[src/include/bcs_pkg.sv]
// Burst cycle sequencer package: request and bus carriers, modes, states,
// byte-enable patterns and line geometry.
// Assumes a 16-bit data bus with 32-bit addresses and active-low strobes.
package bcs_pkg;

   // ------------------------------------------------------------------
   // Geometry
   // ------------------------------------------------------------------
   localparam int          LINE_BYTES   = 16;
   localparam int          QWORD_BYTES  = 8;
   localparam int          DWORDS       = 4;
   localparam logic [1:0]  LAST_DWORD   = 2'h3;

   // ------------------------------------------------------------------
   // Byte-enable patterns, active low, bits 3 to 0
   // ------------------------------------------------------------------
   localparam logic [3:0]  BE_NONE      = 4'hf;
   localparam logic [3:0]  BE_ALL       = 4'h0;
   localparam logic [3:0]  BE_UPPER     = 4'h3;
   localparam logic [3:0]  BE_B1_3_1ST  = 4'h1;
   localparam logic [3:0]  BE_B1_2_1ST  = 4'h9;
   localparam logic [3:0]  BE_B1_2_2ND  = 4'hb;
   localparam logic [3:0]  BE_B2_1ST    = 4'h8;
   localparam logic [3:0]  BE_B2_2ND    = 4'hb;

   // Needed-byte masks within one dword that start a two-cycle burst
   localparam logic [3:0]  NEED_B0_4    = 4'hf;
   localparam logic [3:0]  NEED_B1_3    = 4'he;
   localparam logic [3:0]  NEED_B1_2    = 4'h6;
   localparam logic [3:0]  NEED_B2      = 4'h7;

   typedef enum logic [1:0] {
      BCS_MODE_LINE,
      BCS_MODE_QWORD,
      BCS_MODE_DWORD
   } bcs_mode_t;

   typedef enum logic [1:0] {
      BCS_IDLE,
      BCS_ADDR,
      BCS_DATA
   } bcs_state_t;

   typedef struct packed {
      logic [31:0] addr;
      logic [4:0]  len;
      logic        is_mem;
      logic        is_code;
      logic        is_write;
      logic        no_cache;
      logic        locked;
   } bcs_req_t;

   typedef struct packed {
      logic [31:2] addr;
      logic [3:0]  byte_enables_n;
      logic        mem_io;
      logic        data_code;
      logic        write_read;
   } bcs_bus_t;

endpackage

[src/logic/bcs_be_decode.sv]
// Byte-enable pair decode for one dword of a non-line transfer.
// Assumes the needed-byte mask is nonzero when the result is used.
`timescale 1ns/10ps
`default_nettype none

module bcs_be_decode (
   input  wire logic [3:0] need,
   output logic            burst,
   output logic [3:0]      be_first,
   output logic [3:0]      be_second
);

   // ------------------------------------------------------------------
   // Pattern table
   // ------------------------------------------------------------------
   always_comb begin
      burst     = 1'b1;
      be_second = bcs_pkg::BE_UPPER;
      unique case (need)
         bcs_pkg::NEED_B0_4: be_first = bcs_pkg::BE_ALL;
         bcs_pkg::NEED_B1_3: be_first = bcs_pkg::BE_B1_3_1ST;
         bcs_pkg::NEED_B1_2: begin
            be_first  = bcs_pkg::BE_B1_2_1ST;
            be_second = bcs_pkg::BE_B1_2_2ND;
         end
         bcs_pkg::NEED_B2: begin
            be_first  = bcs_pkg::BE_B2_1ST;
            be_second = bcs_pkg::BE_B2_2ND;
         end
         default: begin
            // Any other contiguous mask fits one halfword pair of lanes: single cycle
            burst     = 1'b0;
            be_first  = ~need;
            be_second = bcs_pkg::BE_NONE;
         end
      endcase
   end

endmodule

`default_nettype wire

[src/logic/bcs_sequencer.sv]
// Burst cycle sequencer: turns one transfer request into address strobes,
// byte enables and last-cycle marks on a 16-bit burst bus.
// Assumes a request stays inside one aligned 16-byte line (addr[3:0]+len
// at most 16, len 1 to 16) and that the bus answers each data cycle with
// data_ready_n low.
`timescale 1ns/10ps
`default_nettype none

module bcs_sequencer (
   input  wire logic              clk,
   input  wire logic              nrst,
   input  wire logic              req_valid,
   output logic                   req_ready,
   input  wire bcs_pkg::bcs_req_t req,
   output logic                   xfer_done,
   input  wire logic              cache_enable_in_n,
   input  wire logic              data_ready_n,
   output logic                   addr_strobe_n,
   output logic                   last_cycle_n,
   output bcs_pkg::bcs_bus_t      bus,
   output logic                   page_cache_disable,
   output logic                   lock_n
);

   // ------------------------------------------------------------------
   // State
   // ------------------------------------------------------------------
   bcs_pkg::bcs_state_t state;
   bcs_pkg::bcs_mode_t  mode;
   logic [15:0]         need;
   logic [31:4]         line_addr;
   logic [1:0]          first_dw;
   logic [1:0]          step;
   logic                phase;
   logic                mem_io;
   logic                data_code;
   logic                write_read;

   // ------------------------------------------------------------------
   // Helpers
   // ------------------------------------------------------------------
   localparam int DWORDS_M1 = bcs_pkg::DWORDS - 1;

   // Next dword in xor order after position k that still has needed bytes
   function automatic logic [2:0] next_dw(input logic [15:0] nd,
                                          input logic [1:0]  d0,
                                          input logic [1:0]  k);
      logic [2:0] res;
      logic [1:0] dw;
      res = 3'h0;
      for (int i = DWORDS_M1; i >= 1; i--) begin
         dw = d0 ^ 2'(i);
         if (2'(i) > k && nd[4*dw +: 4] != 4'h0) begin
            res = {1'b1, 2'(i)};
         end
      end
      return res;
   endfunction

   // Needed-byte mask of a request inside its line
   function automatic logic [15:0] span_of(input logic [3:0] off,
                                           input logic [4:0] len);
      logic [31:0] s;
      s = ((32'h1 << len) - 32'h1) << off;
      return s[15:0];
   endfunction

   // ------------------------------------------------------------------
   // Current cycle decode
   // ------------------------------------------------------------------
   logic [1:0]  cur_dw;
   logic [3:0]  cur_need;
   logic        dec_burst;
   logic [3:0]  dec_be_first;
   logic [3:0]  dec_be_second;
   logic [3:0]  cur_be;
   logic        group_end;
   logic [15:0] next_need;
   logic [2:0]  nxt;
   logic        more;
   logic        req_cacheable;
   logic        req_line;
   logic        req_qword;
   logic [3:0]  req_end;

   assign cur_dw   = first_dw ^ step;
   assign cur_need = need[4*cur_dw +: 4];

   bcs_be_decode u_be (
      .need      (cur_need),
      .burst     (dec_burst),
      .be_first  (dec_be_first),
      .be_second (dec_be_second)
   );

   always_comb begin
      if (mode == bcs_pkg::BCS_MODE_LINE) begin
         // Line order: lower half all lanes, then upper half
         cur_be    = phase ? bcs_pkg::BE_UPPER : bcs_pkg::BE_ALL;
         group_end = phase;
      end else begin
         cur_be    = phase ? dec_be_second : dec_be_first;
         group_end = phase | ~dec_burst;
      end
   end

   // Clear the dword once its group is done, then look for more work
   always_comb begin
      next_need = need;
      if (group_end) begin
         next_need[4*cur_dw +: 4] = 4'h0;
      end
   end

   assign nxt  = next_dw(next_need, first_dw, step);
   assign more = (mode == bcs_pkg::BCS_MODE_LINE) ?
                 (next_need != 16'h0 && step != bcs_pkg::LAST_DWORD) :
                 nxt[2];

   // ------------------------------------------------------------------
   // Request classification
   // ------------------------------------------------------------------
   assign req_end = 4'(req.addr[3:0] + 4'(req.len - 5'h1));
   assign req_cacheable = req.is_mem && !req.is_write && !req.no_cache &&
                          !req.locked && !cache_enable_in_n;
   // Code prefetch, cacheable fills and memory reads past a quadword use line order
   assign req_line  = req_cacheable || req.is_code ||
                      (req.addr[3] != req_end[3]);
   assign req_qword = req.is_mem && !req.is_write && !req_line;

   // ------------------------------------------------------------------
   // Sequencing
   // ------------------------------------------------------------------
   always_ff @(posedge clk) begin
      if (!nrst) begin
         state <= bcs_pkg::BCS_IDLE;
      end else begin
         unique case (state)
            bcs_pkg::BCS_IDLE: begin
               if (req_valid) begin
                  state <= bcs_pkg::BCS_ADDR;
               end
            end
            bcs_pkg::BCS_ADDR: state <= bcs_pkg::BCS_DATA;
            bcs_pkg::BCS_DATA: begin
               if (!data_ready_n && group_end) begin
                  if (!more) begin
                     state <= bcs_pkg::BCS_IDLE;
                  end else if (mode == bcs_pkg::BCS_MODE_DWORD) begin
                     // Each dword group is its own bus cycle
                     state <= bcs_pkg::BCS_ADDR;
                  end
               end
            end
         endcase
      end
   end

   always_ff @(posedge clk) begin
      if (!nrst) begin
         mode  <= bcs_pkg::BCS_MODE_DWORD;
         need  <= 16'h0;
         step  <= 2'h0;
         phase <= 1'b0;
      end else if (state == bcs_pkg::BCS_IDLE && req_valid) begin
         step  <= 2'h0;
         phase <= 1'b0;
         if (req_line && !req.is_write && req.is_mem) begin
            mode <= bcs_pkg::BCS_MODE_LINE;
            // Fills and prefetches take all sixteen bytes
            need <= (req_cacheable || req.is_code) ? 16'hffff :
                    span_of(req.addr[3:0], req.len);
         end else begin
            mode <= req_qword ? bcs_pkg::BCS_MODE_QWORD :
                                bcs_pkg::BCS_MODE_DWORD;
            need <= span_of(req.addr[3:0], req.len);
         end
      end else if (state == bcs_pkg::BCS_DATA && !data_ready_n) begin
         need <= next_need;
         if (!group_end) begin
            phase <= 1'b1;
         end else begin
            phase <= 1'b0;
            if (mode == bcs_pkg::BCS_MODE_LINE) begin
               step <= 2'(step + 2'h1);
            end else begin
               // Quadword reads only ever find the partner dword
               step <= nxt[1:0];
            end
         end
      end
   end

   // Controls and upper address are latched once per request
   always_ff @(posedge clk) begin
      if (!nrst) begin
         line_addr          <= 28'h0;
         first_dw           <= 2'h0;
         mem_io             <= 1'b0;
         data_code          <= 1'b0;
         write_read         <= 1'b0;
         page_cache_disable <= 1'b0;
         lock_n             <= 1'b1;
      end else if (state == bcs_pkg::BCS_IDLE && req_valid) begin
         line_addr          <= req.addr[31:4];
         first_dw           <= req.addr[3:2];
         mem_io             <= req.is_mem;
         data_code          <= ~req.is_code;
         write_read         <= req.is_write;
         page_cache_disable <= req.no_cache;
         lock_n             <= ~req.locked;
      end
   end

   always_ff @(posedge clk) begin
      if (!nrst) begin
         xfer_done <= 1'b0;
      end else begin
         xfer_done <= (state == bcs_pkg::BCS_DATA) && !data_ready_n &&
                      group_end && !more;
      end
   end

   // ------------------------------------------------------------------
   // Bus outputs
   // ------------------------------------------------------------------
   // Address bits 31..2 change only between dword groups, never in one
   // two-cycle burst, since step moves only at a group end.
   always_comb begin
      bus = '0;
      bus.byte_enables_n = bcs_pkg::BE_NONE;
      if (state != bcs_pkg::BCS_IDLE) begin
         bus.addr           = {line_addr, cur_dw};
         bus.byte_enables_n = cur_be;
         bus.mem_io         = mem_io;
         bus.data_code      = data_code;
         bus.write_read     = write_read;
      end
   end

   assign req_ready     = (state == bcs_pkg::BCS_IDLE);
   assign addr_strobe_n = (state != bcs_pkg::BCS_ADDR);
   // Line and quadword reads stay one burst; dword groups end on their own
   assign last_cycle_n  = !((state == bcs_pkg::BCS_DATA) && group_end &&
                            (!more ||
                             mode == bcs_pkg::BCS_MODE_DWORD));

endmodule

`default_nettype wire

[config.mk]
export PLATFORM = sky130hd
export DESIGN_NAME = bcs_sequencer
export DESIGN_NICKNAME = d
export VERILOG_FILES = /design/src/include/bcs_pkg.sv /design/src/logic/bcs_be_decode.sv /design/src/logic/bcs_sequencer.sv
export SDC_FILE = /design/constraint.sdc
export NUM_CORES = 1
export LEC_CHECK = 0
export ABC_AREA = 0
export BUFFER_PORTS_ARGS = -buffer_cell sky130_fd_sc_hd__buf_2
export CAP_MARGIN = 20
export CORE_MARGIN = 8
export CORE_UTILIZATION = 35
export CTS_BUF_LIST = sky130_fd_sc_hd__clkbuf_16
export CTS_CLUSTER_DIAMETER = 60
export CTS_CLUSTER_SIZE = 10
export DETAILED_ROUTE_END_ITERATION = 10
export GPL_ROUTABILITY_DRIVEN = 1
export PLACE_DENSITY_LB_ADDON = 0.25
export RECOVER_POWER = 25
export SYNTH_ARGS = -nofsm -noshare
export SYNTH_HDL_FRONTEND = slang
export SYNTH_SLANG_ARGS = --single-unit
[constraint.sdc]
create_clock -name clk -period 3 [get_ports clk]
set_clock_uncertainty 0.2 [all_clocks]
set_input_delay 0.15 -clock clk [delete_from_list [all_inputs] [get_ports clk]]
set_output_delay 0.15 -clock clk [all_outputs]
set_load 0.02 [all_outputs]
======== Word-level counts from Yosys, hierarchy flattened ========
Cells that the tools add are included.
cells by class
  add/sub/neg operators ................... 5
  bitwise gates (word level) .............. 10
  equality and inequality tests ........... 13
  reduce and logical (&&, ||, !) cells .... 43
  $lt $le $gt $ge ......................... 3
  muxes and demuxes ....................... 27
  shift-type cells ........................ 8
operators by type and width
  kind                        count
  $mux W16                    5
  $shiftx A16 B5 Y4           4
  $mux W37                    1
  $neg A4 Y34                 1
  $shift A4 B34 Y16 const A   1
  $shiftx A4 B34 Y16 const A  1
  $shl A1 B5 Y32 const A      1
  $shl A32 B4 Y16             1
  $sub A32 B1 Y32 const B     1
  $logic_and A1 B1 Y1         18
  $bwmux W16                  1
  $mux W2                     8
  $pmux W4 S4                 1
  $reduce_bool A16 Y1         1
  $reduce_bool A4 Y1          3
  $mux W3                     3
  $eq A4 B3 Y1 const B        2
  $eq A4 B4 Y1 const B        2
  $logic_not A1 Y1            8
  $mux W4                     2
  $pmux W4 S2                 1
  $ne A2 B2 Y1 const B        3
  $not A1 Y1                  6
  $pmux W2 S3                 1
  22 further kinds            33
word-level totals
  input port bits ......................... 47
  register bits after elaboration ......... 59
  word-level logic and storage cells ...... 122
  output and inout port bits .............. 43

======== Longest topological paths before layout ========
Gate-level depths: netlist of the first run.
  word-level depth ........................ 20
  depth in mapped cells ................... 14
  depth with buffers taken out ............ 12

======== Modules after synthesis ========
A second synthesis of the first run with hierarchy kept.
second synthesis, totals
  cell total of the unflattened synthesis .. 599
  area, all modules ....................... 4319.1 µm²
modules (own cells, without submodules)
  module         cells an instance  sequential area each (µm²)  area each (µm²)  instances
  bcs_sequencer  589                1181.1                      4270.3           1
  bcs_be_decode  10                 0.0                         48.8             1

======== Worst setup path before layout of the first run ========
OpenSTA, ideal clock, no wires.
  kind .................................... input port to flip-flop
  start point ............................. input port req[8] (netlist bit)
  end point ............................... register need[13]
  stages on the path ...................... 13
  setup time .............................. 0.116 ns
  arrival ................................. 2.605 ns
  required time ........................... 2.684 ns
  slack ................................... 0.079 ns
  buffers on the path ..................... 2
  cells stage by stage .................... buf_2 -> or3_4 -> nor2_2 -> inv_1 -> ha_1 -> clkbuf_1 -> o21ai_1 -> mux2_1 -> a31oi_1 -> o32ai_1 -> a2111oi_0 -> a21oi_1 -> a31o_1
on the way
  cells in the longest elaborated chain, start to end .. 8
  elaborated cells on any way between the ends .. 12
  classes of those cells .................. add/sub: 3; eq/ne: 1; shift: 2; mux: 3; reduce/logical: 3
RTL lines
  what                                                     line                  source
  start: declaration                                       bcs_sequencer.sv:14   input wire bcs_pkg::bcs_req_t req,
  branches (longest 6 deep; another with $sub A32 B1 Y32)  --
  $mux W16 (*)                                             bcs_sequencer.sv:168  if (req_line && !req.is_write && req.is_mem) begin
  $mux W16 (*)                                             bcs_sequencer.sv:165  end else if (state == bcs_pkg::BCS_IDLE && req_valid) begin
  end signal: assignment                                   bcs_sequencer.sv:171  need <= (req_cacheable || req.is_code) ? 16'hffff :
  end signal: assignment                                   bcs_sequencer.sv:176  need <= span_of(req.addr[3:0], req.len);
  end signal: assignment                                   bcs_sequencer.sv:179  need <= next_need;
  end: declaration                                         bcs_sequencer.sv:30   logic [15:0] need;
Mark *: on every way between the ends.
A chain may end at the register's enable or synchronous reset.

======== Final worst setup path of the first run ========
  start point ............................. register first_dw[0]
  end point ............................... output port last_cycle_n
on the way
  cells in the longest elaborated chain, start to end .. 20
  elaborated cells on any way between the ends .. 38
  classes of those cells .................. add/sub: 1; eq/ne: 4; shift: 6; mux: 8; bitwise: 5; reduce/logical: 14
RTL lines
  what                                          line                  source
  start: declaration                            bcs_sequencer.sv:32   logic [1:0] first_dw;
  start signal: assignment                      bcs_sequencer.sv:206  first_dw <= req.addr[3:2];
  $xor A2 B2 Y2                                 bcs_sequencer.sv:86   assign cur_dw = first_dw ^ step;
  $shiftx A16 B5 Y4                             bcs_sequencer.sv:87   assign cur_need = need[4*cur_dw +: 4];
  $eq A4 B4 Y1 or $eq A4 B3 Y1 (tied branches)  bcs_be_decode.sv:19   unique case (need)
  $reduce_or A4 Y1 (no source line)             --
  $mux W1                                       bcs_be_decode.sv:19
  $not A1 Y1                                    bcs_sequencer.sv:103  group_end = phase | ~dec_burst;
  $or A1 B1 Y1                                  bcs_sequencer.sv:103
  $mux W1                                       bcs_sequencer.sv:97   if (mode == bcs_pkg::BCS_MODE_LINE) begin
  [... 2 more ...]                              --
  $reduce_bool A4 Y1                            bcs_sequencer.sv:53   if (2'(i) > k && nd[4*dw +: 4] != 4'h0) begin
  $logic_and A1 B1 Y1                           bcs_sequencer.sv:53
  $mux W3 (3 in series)                         bcs_sequencer.sv:53
  $mux W1                                       bcs_sequencer.sv:116  assign more = (mode == bcs_pkg::BCS_MODE_LINE) ?
  $logic_not A1 Y1                              bcs_sequencer.sv:245  (!more ||
  $logic_or A1 B1 Y1                            bcs_sequencer.sv:245
  $logic_and A1 B1 Y1 (*)                       bcs_sequencer.sv:244  assign last_cycle_n = !((state == bcs_pkg::BCS_DATA) && group_end &&
  $logic_not A1 Y1 (*)                          bcs_sequencer.sv:244
  end: declaration                              bcs_sequencer.sv:19   output logic last_cycle_n,
Every way passes the cells marked *; elsewhere a longest branch is shown, timed or not.

==> out/summary.md, run 1 <==
Input and output buffers added on the ports amount to 89. 90 I/O pins were placed. Once detail routing completed, the nets flagged for antenna violations numbered 0. For the highest attainable clock frequency, the log shows 0.354 GHz. In this run the clock root is driven by a clkbuf_16. Counting distinct cell types in the post-synthesis netlist gives 78. Across all register-to-register paths, the minimum setup slack is 0.35 ns.

Of the synthesized area, sequential elements account for 28.3%. The largest driver fanout on the critical path was 6. The clock passes through at most 2 buffers. The multiplexer area fraction after synthesis came out at 6.41%. Clock latency on the worst-skew pair, taken at its later pin, is 0.32 ns. Net switching is 30.8% of the power.

Share of total power in combinational logic: 27.8%. Global routing used 16.3% of the available tracks. In this run the standard cell core region covers 0.0118 mm^2. In the final layout, the share of cells above drive strength 1 is 21.3%. Cell internal power was estimated by the tool at 1.89 mW. The tools report the standard cell area after detailed placement as 0.00476 mm^2. Leaving out fill and tap cells, the most frequent cells in the layout are nand2_1, buf_2, a21oi_1, dfxtp_1, nor2_1.

Of all cell types, the one taking the most synthesized area is dfxtp_1. The top cell type's share of synthesized area is 28.3%, and the count of routing violations after the opening detailed-route iteration is 335. Critical path's slowest cell: dfxtp_2. The via density per instance was 5.36; the HPWL after detailed placement was 9530 um.

The worst setup path is launched from a flop. Data on the critical path is required at its endpoint by 2.65 ns. The total number of nets in the final design is 736. The worst endpoint data arrival time came out at 2.47 ns. During synthesis, Yosys emitted a total of 0 warnings. The die outline area is 0.0157 mm^2, and the worst-case vdd ir drop is 0.317 mV. For the number of remaining DRC errors, the log shows 0. The tightest min-delay check is of the in -> reg type.

For the synthesized cell area, the log shows 0.00418 mm^2. The worst register-to-register path begins at step[1]. Setup violation total in the final timing report: 0.

The worst register-to-register path has a depth of 9. The floorplan has 40 rows. The tools report the final count of pins violating max slew as 0.

The worst hold path terminates at first_dw[1]. The routed length on met3 is 654 um. Among all flip-flop cells after synthesis, the most frequent one is dfxtp_1. Compared with the post-synthesis result, the final layout area differs by 31.1%. Dividing the final minimum period by the clock period gives 94.1%. The routed layout has 4474 vias.

First-pass GRT wire length: 21700 um. Entering global routing, the biggest net connects 39 pins. For this design the ratio of total power to cell area is 498 mW/mm^2. The worst hold path was traced through 3 stages. The design draws 2.73 mW. The flip-flop and latch count after synthesis was 59.

Dividing the detail-routed wire length by the instance count gives 15.6 um. For the first-pass iteration count of the detailed router, the log shows 5. The analysis attributes to cell leakage a power of 2.24 nW.

At the pin with the least slew margin, the transition time is 1.10 ns. The time the final worst path needs with I/O delays and setup is 2.82 ns. In this run the most critical hold path is launched from req[13]. The area used by multi-input combinational logic is 0.00274 mm^2. The delay of the slowest critical-path stage was 0.47 ns. Main combinational cell family by area after synthesis: simple AND/OR/NAND/NOR gates. Initial antenna violation count: 0.

From left edge to right edge, the die measures 125 um. After clock tree synthesis, the clock-pin slew on the worst setup and hold paths is 0.05 ns. TritonCTS built the clock tree. The run gives 0.0420 ns as the final hold slack. Averaged over all synthesized cells, the footprint is 7.48 um^2.

The run finished with clean final reports. The highest layer touched by signal routing is met4. In the synthesized netlist the async set-or-reset flop fraction comes to 0%. Walking the worst path, the cells encountered are xor2_4 > o211ai_2 > o41ai_2 > o22ai_1 > a311oi_2 > a21oi_1 > nor2_1 > nand2_1 > buf_2. In this run, synthesis inferred 0 flip-flops with an integrated enable. Once the floorplan was initialized, standard cells occupied 35.4% of the core.

The wire length the detailed router placed on met1 was 5790 um; the sink count of the clock tree was 59. The critical path in this run is classified as reg -> out. Routability-driven placement finished with a final weighted congestion of 0.916. By area the synthesized netlist is led by dfxtp_1, nand2_1, a21oi_1. The final layout contains routed wiring with a total length of 13000 um. The tools report the number of hold violations in the final report as 0. Setup repair after global routing left no endpoint under its margin. The simple-gate share of the synthesized area works out to 28.5%. Number of fill cells: 1184. Buffers inserted during clock tree synthesis total 9. Of the total power, registers draw 33.5%.

First element of the critical path: first_dw[0]. The worst pin sits at a relative slew slack of 26.7%. CTS built an H-tree with a depth of 3.

The height of the die was 125 um; the area used by sequential logic in the layout was 0.00118 mm^2. Excluding fillers, the count of instances in the completed layout stands at 834. Counting tap cells, the placed design contains a total of 777 instances.

The cell count after synthesis came out at 558. The most common cell after layout, fill and taps aside was nand2_1. In this run the critical register-to-register path is captured at need[2]. In this run the power spent charging and discharging nets is 0.839 mW. The detailed route wirelength on metal2 is 6380 um. The number of nets handed over by synthesis was 612. The compound-gate portion of the synthesized area came out at 25.3%. Max-cap violations in this run came to 0. The run gives 0 as the sum of overflow across all layers after global routing.

The clock network is responsible for 38.7% of the overall power. The number of antenna diodes in the final layout is 0. For this run, the share of the core covered by cells in the final layout is 46.4%.

The synthesized netlist devotes 2.10% of its cell area to adder and majority cells. The worst setup path is captured at an output port. With fillers left out, the area of the finished cells amounts to 0.00548 mm^2. The via count of the first global-routing pass was 4389.

The xor/xnor cell area share of the yosys netlist came out at 2.28%.
flip-flops by register name, indices dropped and copies added, names as in the netlist, 2 cells and up:
name,flops
mode,2
step,2
state,2
first_dw,2
need,16
line_addr,28
through the flow:
step           TNS [ns]  worst slack [ns]
6_report              0             0.178
3_3_place_gp          0            0.0325
2_1_floorplan         0            0.0791
5_1_grt               0           0.00527
4_1_cts               0            0.0188
3_5_place_dp     -0.113           -0.0797
repair_timing:
| action | 4_1_cts | 5_1_grt |
|---|---|---|
| endpoints found under the hold margin | 35 | 0 |
| buffers inserted | 0 | 5 |
| gates resized for setup | 0 | 7 |
| setup endpoints to repair | 0 | 1 |
| hold buffers | 36 | 0 |
worst max path at each step:
stage,end,cells after the start
after floorplan,need[13],13
after global placement,need[12],14
after detailed placement,need[13],12
after CTS,last_cycle_n,9
after global routing,last_cycle_n,9
final,last_cycle_n,9
cell families after synthesis:
group	count (synthesis)
mux	19
fa+ha+maj	7
compound gates	164
flops	59
simple gates	243
xor+xnor	7
buf+inv	59
critical path: cells and delay by family (launching register included):
kind,cells,cell delay (ns)
and+or+nand+nor,2,0.18
AOI/OAI and AO/OA,5,1.07
xor gates and xnor gates,1,0.28
buffers and inverters,1,0.16
DFF,1,0.47
power by group through the flow:
stage	Sequential (mW)	Clock [mW]	Combinational [mW]
finish	0.914	1.06	0.759
global route	0.921	1.13	0.840
CTS	0.911	1.08	0.730
detailed placement	0.927	0	0.689
global placement	0.925	0	0.679
floorplan	0.909	0	0.507
synthesized netlist by cell type (2+ instances only):
| master | n |
|---|---|
| a211oi_1 | 7 |
| a21o_1 | 5 |
| a21oi_1 | 69 |
| a221o_1 | 4 |
| a221oi_1 | 7 |
| a31o_1 | 2 |
| a31oi_1 | 7 |
| and2_1 | 3 |
| and3_1 | 3 |
| buf_2 | 9 |
| buf_6 | 5 |
| clkbuf_1 | 22 |
| clkbuf_8 | 2 |
| dfxtp_1 | 59 |
| ha_1 | 7 |
| inv_1 | 17 |
| mux2_2 | 2 |
| mux2i_1 | 11 |
| mux4_1 | 3 |
| mux4_2 | 2 |
| nand2_1 | 98 |
| nand2b_1 | 6 |
| nand3_1 | 8 |
| nand3b_1 | 5 |
| nand4_1 | 2 |
| nor2_1 | 42 |
| nor2_2 | 3 |
| nor2b_1 | 34 |
| nor3_1 | 16 |
| nor3_2 | 2 |
| nor3b_1 | 2 |
| nor4_1 | 3 |
| o211ai_1 | 2 |
| o21a_1 | 2 |
| o21ai_0 | 18 |
| o21ai_1 | 11 |
| o22ai_1 | 5 |
| o2bb2ai_1 | 2 |
| o31ai_1 | 3 |
| o32ai_1 | 2 |
| or2_1 | 4 |
| or3b_1 | 2 |
| or4_1 | 2 |
| xnor2_1 | 4 |
routing by layer:
layer  vias up  global-route usage, %
met5         -                      0
met4         0                   4.80
met3        19                   3.61
met2       142                   27.3
met1      2087                   20.5
li1       2226                      -
final cells by class:
class,instances,area share [%]
timing repair buffer,154,18.2
inverter,18,1.23
sequential,59,21.6
clock inverter,7,1.53
multi-input combinational,440,50.0
tap,147,3.36
clock buffer,9,4.11
Note: power is estimated with default switching activity, not from simulation.
==> run 2, diff against run 1 <==
--- a/config.mk
+++ b/config.mk
@@ -8,8 +8,10 @@
 export ABC_AREA = 0
 export BUFFER_PORTS_ARGS = -buffer_cell sky130_fd_sc_hd__buf_2
 export CAP_MARGIN = 20
+export CELL_PAD_IN_SITES_DETAIL_PLACEMENT = 2
+export CELL_PAD_IN_SITES_GLOBAL_PLACEMENT = 2
 export CORE_MARGIN = 8
-export CORE_UTILIZATION = 35
+export CORE_UTILIZATION = 28
 export CTS_BUF_LIST = sky130_fd_sc_hd__clkbuf_16
 export CTS_CLUSTER_DIAMETER = 60
 export CTS_CLUSTER_SIZE = 10
==> out/summary.md, run 2 (same netlist as run 1, synthesis figures left out) <==
The highest attainable clock frequency was 0.358 GHz; the via count of the first global-routing pass was 5156. The count of buffers added on input and output ports is 89. Critical path class: reg -> out. The chip width was 138 um; the number of fill cells was 1672. The register ranked first by flip-flop count is line_addr.

The worst hold path belongs to the class in -> reg. The post-route cell area came out at 0.00555 mm^2. The pin count of the biggest net entering global routing came out at 42. The detail route stage leaves a number of antenna-violating nets equal to 0. The routability congestion estimate is 0.874. The flow ran to the end, and the final reports show no timing, DRC or antenna violations.

Nature of the critical path endpoint: an output port. For this run, design rule violations remaining after detail routing come to 0. The critical path data required time came out at 2.65 ns. The flip-flop count of the largest register after layout is 28, and the die outline area is 0.0191 mm^2. Most common cell after layout, fill and taps aside: nand2_1. TritonCTS built the clock tree.

The initial core utilization is 28.7%, and the sum of overflow across all layers after global routing is 0. Global routing used 17.8% of the available tracks. The overall power came out at 2.79 mW. For the accumulated negative setup slack, the log shows 0 ns. The logs give 2.29 nW for the leakage power summed over all cells and 59 for the sink count of the clock tree.

For the total number of nets in the final design, the log shows 738. The first detailed-routing pass ran for 4 iterations. The library cells used most frequently in the layout, excluding fill and tap cells, are nand2_1, buf_2, a21oi_1, dfxtp_1, nor2_1.

For the pin with the worst max-slew slack, the measured transition is 0.624 ns. Compared with the post-synthesis result, the final layout area differs by 33.0%. The initial antenna violation count came out at 1. On the final layout, the worst hold slack is 0.0425 ns.

The tools report the top-level I/O count as 90. The share of post-route cells with drive strength above 1 was 23.4%; the detail-routed net length per standard cell was 19.5 um. After legalization and detailed placement, the total HPWL measured 12300 um. Headroom to the max-slew limit came out at 58.2%. STA classifies the critical path startpoint as a flop. The run gives 2 as the buffer depth of the longest clock path.

After the first detailed-routing iteration, the DRC count stood at 142. The tools report the setup violation total in the final timing report as 0. Dividing the final minimum period by the clock period gives 93.1%. The height of the die is 138 um, and the least setup slack across all paths after layout is 0.206 ns. Setup repair after global routing left no endpoint under its margin. In the final layout, the multi-input gates occupy 0.00273 mm^2.

The number of clock buffers added by TritonCTS is 9. The worst register-to-register path has a depth of 6. Clock-pin slew was measured on the worst setup and hold paths at 0.05 ns.

The insertion delay to the later sink of the worst-skew pair is 0.33 ns. The area used by sequential logic in the layout is 0.00118 mm^2, and the time the final worst path needs with I/O delays and setup is 2.79 ns. After detailed routing, the number of vias per cell comes to 5.26. The count of cells along the worst hold path was 3; the power per cell area was 503 mW/mm^2. The core region is 0.0145 mm^2. The H-tree was split into 3 levels. Number of hold violations in the final report: 0.

The setup slack after placement is -0.119 ns. The final layout contains routed wiring with a total length of 17100 um. Across all layers, the routed design uses 4595 vias. The first global-routing pass estimated 28300 um of wire. Placement row count: 44. The standard cell area after detailed placement is 0.00483 mm^2. CTS placed an instance of clkbuf_16 at the clock tree root.

The largest registers in the layout are line_addr: 28 flops, need: 16 flops. The logs give 0 for the final count of pins violating max slew and 2.44 ns for the worst endpoint data arrival time. The tool flagged a number of max-cap violations equal to 0. The worst-case vdd ir drop was 0.276 mV.

In this run the worst path has a maximum fanout of 6.
==> run 2: final timing paths <==
path,slack [ns],endpoint,from
setup / recovery,0.21,last_cycle_n,step[0]
hold / removal,0.04,first_dw[1],req[13]
setup reg to reg,0.30,lock_n,state[0]
hold reg to reg,0.25,line_addr[10],line_addr[10]
==> run 2: area by class of cell <==
class / count / share of cell area [%]
Antenna cell: 2 / 0.0901
Inverter: 18 / 1.22
Timing Repair Buffer: 156 / 18.6
Tap cell: 184 / 4.15
Clock inverter: 6 / 1.46
Multi-Input combinational cell: 440 / 49.2
Sequential cell: 59 / 21.3
Clock buffer: 9 / 4.05
==> run 2: power by group <==
part | switching, mW | internal, mW | total [mW] | leakage (nW)
sequential | 0.0645 | 0.854 | 0.919 | 0.485
combinational | 0.470 | 0.314 | 0.785 | 1.66
clock | 0.372 | 0.716 | 1.09 | 0.149
total | 0.907 | 1.88 | 2.79 | 2.29
==> run 2: critical path, stage by stage (launching register included) <==
cell and delay (ns):
dfxtp_2 0.44, xor2_2 0.21, buf_4 0.18, o211ai_2 0.18, o41ai_2 0.14, o22ai_1 0.17
a311oi_2 0.32, a21oi_1 0.15, nor2_1 0.11, nand2_1 0.05, buf_2 0.15
==> run 2: timing repair <==
item / in CTS / in global routing
setup endpoints to repair: 1 / 2
pin swaps: 0 / 2
resized for setup: 2 / 5
hold endpoints to repair: 35 / 0
buffers inserted: 0 / 4
hold buffers: 36 / 0
==> run 2: through the flow <==
stage,instances,utilization [%]
global route,873,38.2
floorplan,558,-
finish,874,38.2
CTS,868,37.9
global placement,817,33.2
detailed placement,817,33.2
==> run 2: per-layer routing <==
layer	GRT usage (%)	vias up	routed length [um]
met5	0	-	0
met4	6.81	0	422
met3	3.32	30	472
met2	31.5	86	8770
met1	20.6	2249	7390
li1	-	2230	-
==> run 3, diff against run 2 <==
--- a/config.mk
+++ b/config.mk
@@ -10,6 +10,7 @@
 export CAP_MARGIN = 20
 export CELL_PAD_IN_SITES_DETAIL_PLACEMENT = 2
 export CELL_PAD_IN_SITES_GLOBAL_PLACEMENT = 2
+export CORE_ASPECT_RATIO = 1.5
 export CORE_MARGIN = 8
 export CORE_UTILIZATION = 28
 export CTS_BUF_LIST = sky130_fd_sc_hd__clkbuf_16
==> out/summary.md, run 3 (same netlist as run 1, synthesis figures left out) <==
The flow ran to the end, and the final reports show no timing, DRC or antenna violations. The run gives 18500 um as the total length of routed wires. The first global-routing pass estimated 28900 um of wire. Walking the worst path, the cells encountered are buf_4 > xnor2_4 > nand2_1 > o21ai_2 > o22ai_1 > a311oi_2 > a21oi_1 > nor2_1 > nand2_1 > buf_2. The via count of the first global-routing pass was 5358; the buffer depth of the longest clock path was 2. VDD sags by at most 0.334 mV.

The tools report the number of hold violations in the final report as 0. The worst reg2reg path endpoint was need[3]. The finished layout holds 890 standard cells, fillers aside.

In this run the horizontal extent of the chip is 116 um. Overall power: 2.76 mW. The most repeated library cell on the critical path was nand2_1. The finished cells cover 0.00559 mm^2. In this run the vertical extent of the chip is 166 um.

For the critical path data required time, the log shows 2.65 ns. The transition time at the pin with the least slew margin is 0.885 ns, and the delay of the slowest critical-path stage is 0.36 ns. The count of routing violations after the opening detailed-route iteration is 127, and the sum of overflow across all layers after global routing is 0. The number of port buffers is 89, and the count of cells along the worst hold path is 3. The analysis attributes to cell leakage a power of 2.30 nW.

Register-to-register setup slack: 0.26 ns. The worst pin sits at a relative slew slack of 41.0%. STA classifies the critical path endpoint as an output port. Leaving out fill and tap cells, the most frequent cells in the layout are nand2_1, buf_2, a21oi_1, dfxtp_1, nor2_1.

The register with the most flip-flops in the layout has 28 of them. The number of nets with antenna violations after detailed routing was 0. Dividing the detail-routed via count by the number of cells gives 5.25. Cell count after placement: 833.

The start point of the worst min-delay path was req[13]. Number of remaining DRC errors: 0. Detailed placement finished with a half-perimeter wire length of 13100 um. The min-delay analysis places its worst path in the category in -> reg. The number of cells on the worst reg-to-reg path is 8. The run gives 0.347 GHz as the highest attainable clock frequency. The die covers 0.0192 mm^2. After detailed routing, the average wire length per cell comes to 20.8 um. Counting both buffers and inverters, the worst setup path holds a total of 2.

The critical path class was reg -> out. The area growth from synthesis to layout is 33.9%. For the share of total power in the clock network, the log shows 37.1%. Sequential cells burn 33.4% of the power. STA classifies the critical path startpoint as a flop.

line_addr holds more flip-flops than any other register. Leaving out fill and tap cells, the most frequent cell in the layout is nand2_1. Clock tree synthesis inserted a total of 9 buffers. In this design, the largest share of critical-path delay is due to compound AO/OA/AOI/OAI gates. The design internal power came out at 1.81 mW. The placement row count was 54. The switching portion of total power was 34.3%. Across all layers, the routed design uses 4675 vias.

The ratio of final minimum period to clock period was 96.1%. The switching power summed over all nets came out at 0.948 mW. The worst reg2reg path startpoint was first_dw[0].

The worst hold path terminates at first_dw[1]. The CTS clock-pin slew for the worst setup and hold paths was 0.05 ns; the H-tree depth was 3. The overall fraction of global-route tracks in use came out at 19.5%. Counting I/O delays and the setup requirement, the final critical path takes 2.88 ns. The tool flagged a number of max-cap violations equal to 0. The clock root buffer was clkbuf_16. The largest driver fanout on the critical path works out to 7. In this run the worst setup path begins at step[0].

The core region is 0.0146 mm^2. For the worst setup path, the data arrival time is 2.53 ns. Entering global routing, the biggest net connects 45 pins. The sink count of the clock tree was 59; the standard cell area after detailed placement was 0.00487 mm^2. The logs give 38.3% for the final core utilization and 29.5% for the share of total power in combinational logic. The largest registers in the layout are line_addr: 28 flops, need: 16 flops.

In this run the power density over the cells is 494 mW/mm^2. The setup violation total in the final timing report was 0; the final count of pins violating max slew was 0. The routability congestion estimate is 0.826, and the insertion delay to the later sink of the worst-skew pair is 0.33 ns. On the critical path, the stage with the largest delay is an instance of dfxtp_1.

For this run, the post-layout net count is 740. Cells with a size suffix above 1 make up 23.7% of the layout. The pre-antenna-repair detailed-routing pass consisted of 4 iterations. In this run the count of I/O pins placed on the die edge is 90.

TritonCTS built the clock tree. The initial core utilization was 28.6%; the initial antenna violation count was 2.
run 3: worst max-delay path by stage:
stage / to / slack [ns] / cells after the start
global placement: need[13] / 0.04 / 13
global route: last_cycle_n / -0.03 / 10
finish: last_cycle_n / 0.12 / 10
CTS: last_cycle_n / 0.0004 / 10
detailed placement: need[13] / -0.06 / 13
floorplan: need[13] / 0.08 / 13
run 3: through the flow:
stage	hold WS, ns	TNS (ns)	worst slack (ns)
5_1_grt	0.0413	-0.0285	-0.0285
3_3_place_gp	0.155	0	0.0414
2_1_floorplan	0.0430	0	0.0791
6_report	0.0470	0	0.117
4_1_cts	0.0290	0	0.000378
3_5_place_dp	0.164	-0.154	-0.0637
run 3: final cells by class:
cell class                 instances  area, um^2
clock inverter                     7        60.1
inverter                          18        67.6
multi-input combinational        440        2750
antenna                            3        7.51
sequential                        59        1180
timing repair buffer             158        1060
fill                            1724        9000
clock buffer                       9         225
tap                              196         245
run 3: power groups by stage:
stage          clock [mW]  combinational (mW)  sequential, mW
3_3_place_gp            0               0.719           0.930
2_1_floorplan           0               0.507           0.909
3_5_place_dp            0               0.748           0.936
4_1_cts              1.04               0.798           0.923
6_report             1.02               0.814           0.924
5_1_grt              1.08               0.888           0.933
run 3: metal layers:
layer / part of all wire [%] / up-vias / GRT usage [%]
met1: 36 / 2311 / 18.7
met5: 0 / - / 0
li1: - / 2230 / -
met2: 57 / 90 / 38.2
met4: 4.0 / 0 / 10.1
met3: 2.8 / 44 / 3.46
run 3: worst min-delay path: cells and delay by family:
family	cells	cell delay, ns
compound gates	1	0.06
simple gates	1	0.11
buf+inv	1	0.21
run 3: timing repair:
item | CTS | global route
hold buffers | 36 | 0
setup buffers | 0 | 2
endpoints found under the hold margin | 35 | 0
setup endpoints to repair | 1 | 3
gates resized for setup | 3 | 7
pin swaps | 0 | 2
